File: src/inc/dpt_map.vh
// Constants for the DDR3 termination and write-start timing block
// Functional notes
// - Termination follows control input after write latency minus 2 cycles.
// - In frozen power-down termination follows control within 2 to 8.5 ns; the block instead registers it, so it follows at the next clock edge.
// - Internal write starts 4 cycles after write latency, 2 for fixed chop four.
// - No maximum clock period beyond keeping the average refresh interval.
`ifndef DPT_MAP_VH
`define DPT_MAP_VH
// ----------------------------------------
// Register map
// ----------------------------------------
`define DPT_ADDR_CFG 4'h0
`define DPT_ADDR_STAT 4'h1
`define DPT_ADDR_WCNT 4'h2
// Config fields
`define DPT_CFG_CAS_LAT_LSB 0
`define DPT_CFG_ADD_LAT_LSB 4
`define DPT_CFG_FIX_CHOP_BIT 8
`define DPT_CFG_RST 16'h0005
// ----------------------------------------
// Timing
// ----------------------------------------
`define DPT_TERM_SUB 5'h02
`define DPT_OUT_STAGE 5'h01
`define DPT_WS_LONG 5'h04
`define DPT_WS_SHORT 5'h02
`define DPT_CLK_PS 100000
`define DPT_ASYNC_MIN_PS 2000
`define DPT_ASYNC_MAX_PS 8500
`endif

File: src/design/dpt_delay_line.v
// Variable-length programmable delay of a one-bit level
`timescale 1ns/1ns
`default_nettype none
module dpt_delay_line (
	// Clock and reset
	input wire i_mclk,
	input wire i_rst,
	// Data
	input wire [4:0] i_delay,
	input wire i_d,
	output reg o_q
);
	reg [31:0] shift_reg;
	always @(posedge i_mclk or posedge i_rst) begin
		if (i_rst) begin
			shift_reg <= 32'h00000000;
			o_q <= 1'b0;
		end else begin
			shift_reg <= {shift_reg[30:0], i_d};
			// Zero delay passes the level through one flop
			if (i_delay == 5'h00) begin
				o_q <= i_d;
			end else begin
				o_q <= shift_reg[i_delay - 5'h01];
			end
		end
	end
endmodule
`default_nettype wire

File: src/design/dpt_term_write.v
// DDR3 termination latency and internal write start timing
//
// The register addresses and the address-and-strobe port were chosen for this implementation.
`timescale 1ns/1ns
`default_nettype none
`include "dpt_map.vh"
module dpt_term_write (
	// Clock and reset
	input wire i_mclk,
	input wire i_rst,
	// Register port
	input wire [3:0] i_addr,
	input wire [15:0] i_wdata,
	input wire i_wr,
	input wire i_rd,
	output reg [15:0] o_rdata,
	// Command side
	input wire i_termination_control,
	input wire i_write_cmd,
	input wire i_write_otf_chop,
	input wire i_powerdown_frozen,
	// Device outputs
	output reg o_termination_on,
	output reg o_write_start
);
	// ----------------------------------------
	// Helpers
	// ----------------------------------------
	// Difference clamped at zero, never wrapping
	function [4:0] sat_sub;
		input [4:0] a;
		input [4:0] b;
		begin
			sat_sub = (a > b) ? (a - b) : 5'h00;
		end
	endfunction

	// Delay-line tap for a latency counted from the sampling edge; the
	// output flop supplies the last cycle of every latency from 1 up; a latency of 0 still takes 1
	function [4:0] lat_tap;
		input [4:0] lat;
		begin
			lat_tap = sat_sub(lat, `DPT_OUT_STAGE);
		end
	endfunction

	// ----------------------------------------
	// Register write decode
	// ----------------------------------------
	wire cfg_we;

	assign cfg_we = i_wr && (i_addr == `DPT_ADDR_CFG);

	// ----------------------------------------
	// Configuration
	// ----------------------------------------
	reg [15:0] cfg_reg;
	reg [15:0] cfg_next;
	wire [4:0] cas_lat = {1'b0, cfg_reg[`DPT_CFG_CAS_LAT_LSB +: 4]};
	wire [4:0] add_lat = {1'b0, cfg_reg[`DPT_CFG_ADD_LAT_LSB +: 4]};
	wire fixed_chop = cfg_reg[`DPT_CFG_FIX_CHOP_BIT];
	// Sum of two four-bit fields always fits in five bits
	wire [4:0] wr_lat = cas_lat + add_lat;

	always @* begin
		cfg_next = cfg_reg;
		if (cfg_we) begin
			// Only the nine defined bits are kept
			cfg_next = {7'h00, i_wdata[8:0]};
		end
	end

	// ----------------------------------------
	// Latency arithmetic
	// ----------------------------------------
	// Latencies count edges, never time, so a slow clock is fine
	wire [4:0] term_lat = sat_sub(wr_lat, `DPT_TERM_SUB);
	wire [4:0] term_tap = lat_tap(term_lat);
	// Settings past the real latency range wrap; software keeps them sane
	wire [4:0] ws_long_lat = wr_lat + `DPT_WS_LONG;
	wire [4:0] ws_short_lat = wr_lat + `DPT_WS_SHORT;
	wire [4:0] ws_long_tap = lat_tap(ws_long_lat);
	wire [4:0] ws_short_tap = lat_tap(ws_short_lat);

	// ----------------------------------------
	// Write command classification
	// ----------------------------------------
	// Burst kind is decided at the command edge, so a chop input that
	// changes before the start cannot retime a write already in flight
	wire ws_short_cmd = i_write_cmd && fixed_chop && !i_write_otf_chop;
	wire ws_long_cmd = i_write_cmd && !ws_short_cmd;

	// ----------------------------------------
	// Delay lines
	// ----------------------------------------
	wire term_dly;
	wire ws_long_dly;
	wire ws_short_dly;

	dpt_delay_line u_term (
		.i_mclk(i_mclk),
		.i_rst(i_rst),
		.i_delay(term_tap),
		.i_d(i_termination_control),
		.o_q(term_dly)
	);

	dpt_delay_line u_ws_long (
		.i_mclk(i_mclk),
		.i_rst(i_rst),
		.i_delay(ws_long_tap),
		.i_d(ws_long_cmd),
		.o_q(ws_long_dly)
	);

	dpt_delay_line u_ws_short (
		.i_mclk(i_mclk),
		.i_rst(i_rst),
		.i_delay(ws_short_tap),
		.i_d(ws_short_cmd),
		.o_q(ws_short_dly)
	);

	// ----------------------------------------
	// Termination output
	// ----------------------------------------
	// A registered pin cannot react inside the 2 to 8.5 ns window; the
	// frozen path answers at the next edge, the closest a flop can get
	localparam ASYNC_OK = (`DPT_ASYNC_MAX_PS < `DPT_CLK_PS);
	reg term_next;

	always @* begin
		if (i_powerdown_frozen && ASYNC_OK) begin
			term_next = i_termination_control;
		end else begin
			term_next = term_dly;
		end
	end

	// ----------------------------------------
	// Write start and counter
	// ----------------------------------------
	reg [15:0] wcnt_reg;
	reg [15:0] wcnt_next;
	wire ws_pulse = ws_long_dly | ws_short_dly;

	always @* begin
		wcnt_next = wcnt_reg;
		if (ws_pulse) begin
			// Wraps silently; software works with differences
			wcnt_next = wcnt_reg + 16'h0001;
		end
	end

	// ----------------------------------------
	// Read path
	// ----------------------------------------
	reg [15:0] rdata_next;
	wire [15:0] stat_word;

	assign stat_word = {14'h0000, i_powerdown_frozen,
		o_termination_on};

	always @* begin
		rdata_next = 16'h0000;
		if (i_rd) begin
			case (i_addr)
			`DPT_ADDR_CFG: begin
				rdata_next = cfg_reg;
			end
			`DPT_ADDR_STAT: begin
				rdata_next = stat_word;
			end
			`DPT_ADDR_WCNT: begin
				rdata_next = wcnt_reg;
			end
			default: begin
				// Unmapped offsets read as zero
				rdata_next = 16'h0000;
			end
			endcase
		end
	end

	// ----------------------------------------
	// State registers
	// ----------------------------------------
	always @(posedge i_mclk or posedge i_rst) begin
		if (i_rst) begin
			cfg_reg <= `DPT_CFG_RST;
		end else begin
			cfg_reg <= cfg_next;
		end
	end

	always @(posedge i_mclk or posedge i_rst) begin
		if (i_rst) begin
			wcnt_reg <= 16'h0000;
		end else begin
			wcnt_reg <= wcnt_next;
		end
	end

	// ----------------------------------------
	// Output registers
	// ----------------------------------------
	always @(posedge i_mclk or posedge i_rst) begin
		if (i_rst) begin
			o_rdata <= 16'h0000;
		end else begin
			o_rdata <= rdata_next;
		end
	end

	always @(posedge i_mclk or posedge i_rst) begin
		if (i_rst) begin
			o_termination_on <= 1'b0;
			o_write_start <= 1'b0;
		end else begin
			o_termination_on <= term_next;
			o_write_start <= ws_pulse;
		end
	end
endmodule
`default_nettype wire

File: config.mk
export PLATFORM = sky130hd
export DESIGN_NAME = dpt_term_write
export DESIGN_NICKNAME = d
export VERILOG_FILES = /design/src/design/dpt_delay_line.v /design/src/design/dpt_term_write.v
export VERILOG_INCLUDE_DIRS = /design/src /design/src/inc
export SDC_FILE = /design/constraint.sdc
export NUM_CORES = 1
export LEC_CHECK = 0
export ABC_AREA = 1
export BUFFER_PORTS_ARGS = -buffer_cell sky130_fd_sc_hd__buf_2
export CAP_MARGIN = 20
export CORE_MARGIN = 3
export CORE_UTILIZATION = 60
export DETAILED_ROUTE_END_ITERATION = 10
export PLACE_DENSITY = 0.89
export SLEW_MARGIN = 20
export SYNTH_ARGS = -nofsm -noshare
export SYNTH_HDL_FRONTEND = slang
export SYNTH_SLANG_ARGS = --single-unit
export TNS_END_PERCENT = 20
File: constraint.sdc
create_clock -name i_mclk -period 5 [get_ports i_mclk]
set_input_delay 0.5 -clock i_mclk [delete_from_list [all_inputs] [get_ports i_mclk]]
set_output_delay 0.5 -clock i_mclk [all_outputs]
set_load 0.03 [all_outputs]
==> metrics <==
status=complete, no violations; Synth cell types=42; worst-margin pin slew=0.770 ns; Yosys reg bits=142; antenna violations before repair=0; ANT cells=0; net count after synthesis=698; Max-Cap Viols=0; # IOs=46; r2r startpoint=cfg_reg[4]; Cell Area, Synth=0.00635 mm^2; most frequent cells in the layout=dfrtp_1, nand2_1, inv_1; YS warnings=0; routed length per instance=17.8 um; CTS buffer count=17; Worst setup SP type=register; H-tree depth=4; Slowest-stage cell, CP=ha_1; Post-layout nets=742; # setup viols final=0; DRT Pass-1 Iters=5; Worst Reg-to-Reg Cells=22; period utilization=~94%; fmax=213 MHz; CTS clock-pin slew for the worst setup and hold paths=approximately 0.060 ns; Critical Path Fanout Max=22; Post-DP HPWL=8.51 mm; Worst R2R End=u_term.o_q; die width=109 um; final WL=15.0 mm; CTS root buf=clkbuf_8; final setup margin=roughly 0.31 ns; CTS tree=done; first-pass GRT wire length=24.7 mm; Slew Limit Headroom=48.5%; critical path required time=5.40 ns; CP max stage delay=0.56 ns; minimum clock period=4.69 ns; Adder-Cell Fraction of Synth Area=4.45%; die area=0.0119 mm^2; die height=about 110 um; Slew Viols, Final=0; antenna viol nets, final=0; DRT iter0 DRCs=a little over 400; layout cells sized above 1=between 10% and 20%; Initial Utilization=63.2%; post-synthesis simple-gate area fraction=19.5%; r2r setup slk=0.31 ns; clk buf depth=2; via count=4924; complex-gate fraction of the synthesized area=7.65%; Hold Path Class=input port to async pin; core area=0.0100 mm^2; worst setup path class=register to register; CP Cell Sequence=ha_1, fa_1, xor2_4, inv_2, ha_1, nand3_2, nand2_1, inv_1, nand2_1, ha_1, inv_1, o2111ai_1, nand2_4, nand2_2, ha_1, inv_1, nand3_1, nand3_1, nand3_1, nand2_1, nand2_1, nand3_1; row count=36; Overflow after GRT=0; Syn Area/Cell=9.80 um^2; DRC viols=0; Critical Path Source=cfg_reg[4]; mux cell area share after synthesis=1.77%; area leader, netlist=dfrtp_1; # port buffers=38; synth top area cells=dfrtp_1, nand2_1, nand3_1; clk_lat worst skew=0.53 ns; Total Neg Setup Slack=0 ns; Syn Inst Count=648; WP data arrival=~5.1 ns; main combinational cell family by area after synthesis=simple AND/OR/NAND/NOR gates; cts-stage hold buffer count=0; CP endpoint kind=register; vias per cell=5.88; RSZ-0062 raised after global routing=no; top-area cell type share of the netlist area=between 50% and 60%; commonest non-fill, non-tap cell in the layout=dfrtp_1; Area Growth Syn to Fin=13.7%; sequential area share after synthesis=56.0%; Hold Violations, Final=0; final RePlAce weighted congestion=0.889; all-layer global routing usage=around 27%; dpl ws=0.407 ns; vias in the first global route=4999; Synth Area in XOR/XNOR=about 4.3%; largest net degree at the start of global routing=between 50 and 60; fillers=631; clk_skew=0.00885 ns; # clock sinks=142
worst max path at each step:
stage | end | slack [ns]
5_1_grt | u_term.o_q | 0.01
3_3_place_gp | u_term.o_q | 0.64
3_5_place_dp | u_term.o_q | 0.41
2_1_floorplan | cfg_reg[1] | 0.69
6_report | u_term.o_q | 0.31
4_1_cts | u_term.o_q | 0.29
repair_timing:
item / in CTS / in global routing
gates resized for setup: 0 / 1
setup buffers: 0 / 0
setup endpoints to repair: 0 / 1
hold endpoints to repair: 0 / 0
area by class of cell:
type                            count  area (um^2)  share of cell area [%]
Multi-Input combinational cell    408         2410                    33.3
Clock inverter                     12          145                    2.01
Timing Repair Buffer               40          205                    2.84
Sequential cell                   142         3560                    49.3
Tap cell                          133          166                    2.31
Clock buffer                       20          425                    5.89
Inverter                           83          314                    4.35
cells in the mapped netlist, drive strengths merged:
master	count
dfrtp	140
nand2	116
inv	83
nand3	65
nor2	53
o21ai	37
a21oi	27
xor2	25
ha	21
o211ai	15
nand3b	12
buf	10
mux2	10
nor3	8
clkbuf	5
nand4	5
xnor2	3
dfstp	2
o21a	2
a21boi	1
a31oi	1
fa	1
nor3b	1
nor4	1
nor4b	1
o2111ai	1
o21bai	1
or2	1
logic make-up (layout without fill, tap and decap cells):
group / after synthesis / after routing
adder cells (fa/ha/maj): 22 / 22
multiplexers: 10 / 10
buffers and inverters: 98 / 155
flip-flops: 142 / 142
XOR/XNOR: 28 / 28
AO/OA/AOI/OAI: 85 / 85
AND/OR/NAND/NOR: 263 / 263
per-stage QoR:
stage               area [um^2]  instances  utilization, %  hold slack, ns
detailed placement         6640        806            66.1           0.354
global placement           6640        806            66.1           0.353
floorplan                  6350        648               -           0.345
finish                     7220        838            71.9          0.0643
CTS                        7210        838            71.7          0.0789
global route               7220        838            71.9           0.118
layer usage:
| layer | track usage, % | vias up | routed length [um] |
|---|---|---|---|
| met5 | 0 | - | 0 |
| met1 | 35.1 | 2428 | 6060 |
| met4 | 13.0 | 0 | 534 |
| li1 | - | 2194 | - |
| met2 | 43.4 | 248 | 7430 |
| met3 | 6.39 | 54 | 931 |
critical path, delay by kind of cell, from the launching register on:
kind / cells / cell delay, ns
fa+ha+maj: 5 / 1.77
simple gates: 11 / 1.42
buf+inv: 4 / 0.41
flops: 1 / 0.40
xor+xnor: 1 / 0.34
compound gates: 1 / 0.21
Power is not shown: default switching activity piles up to over one toggle a cycle in this logic, so the estimate is an artifact.
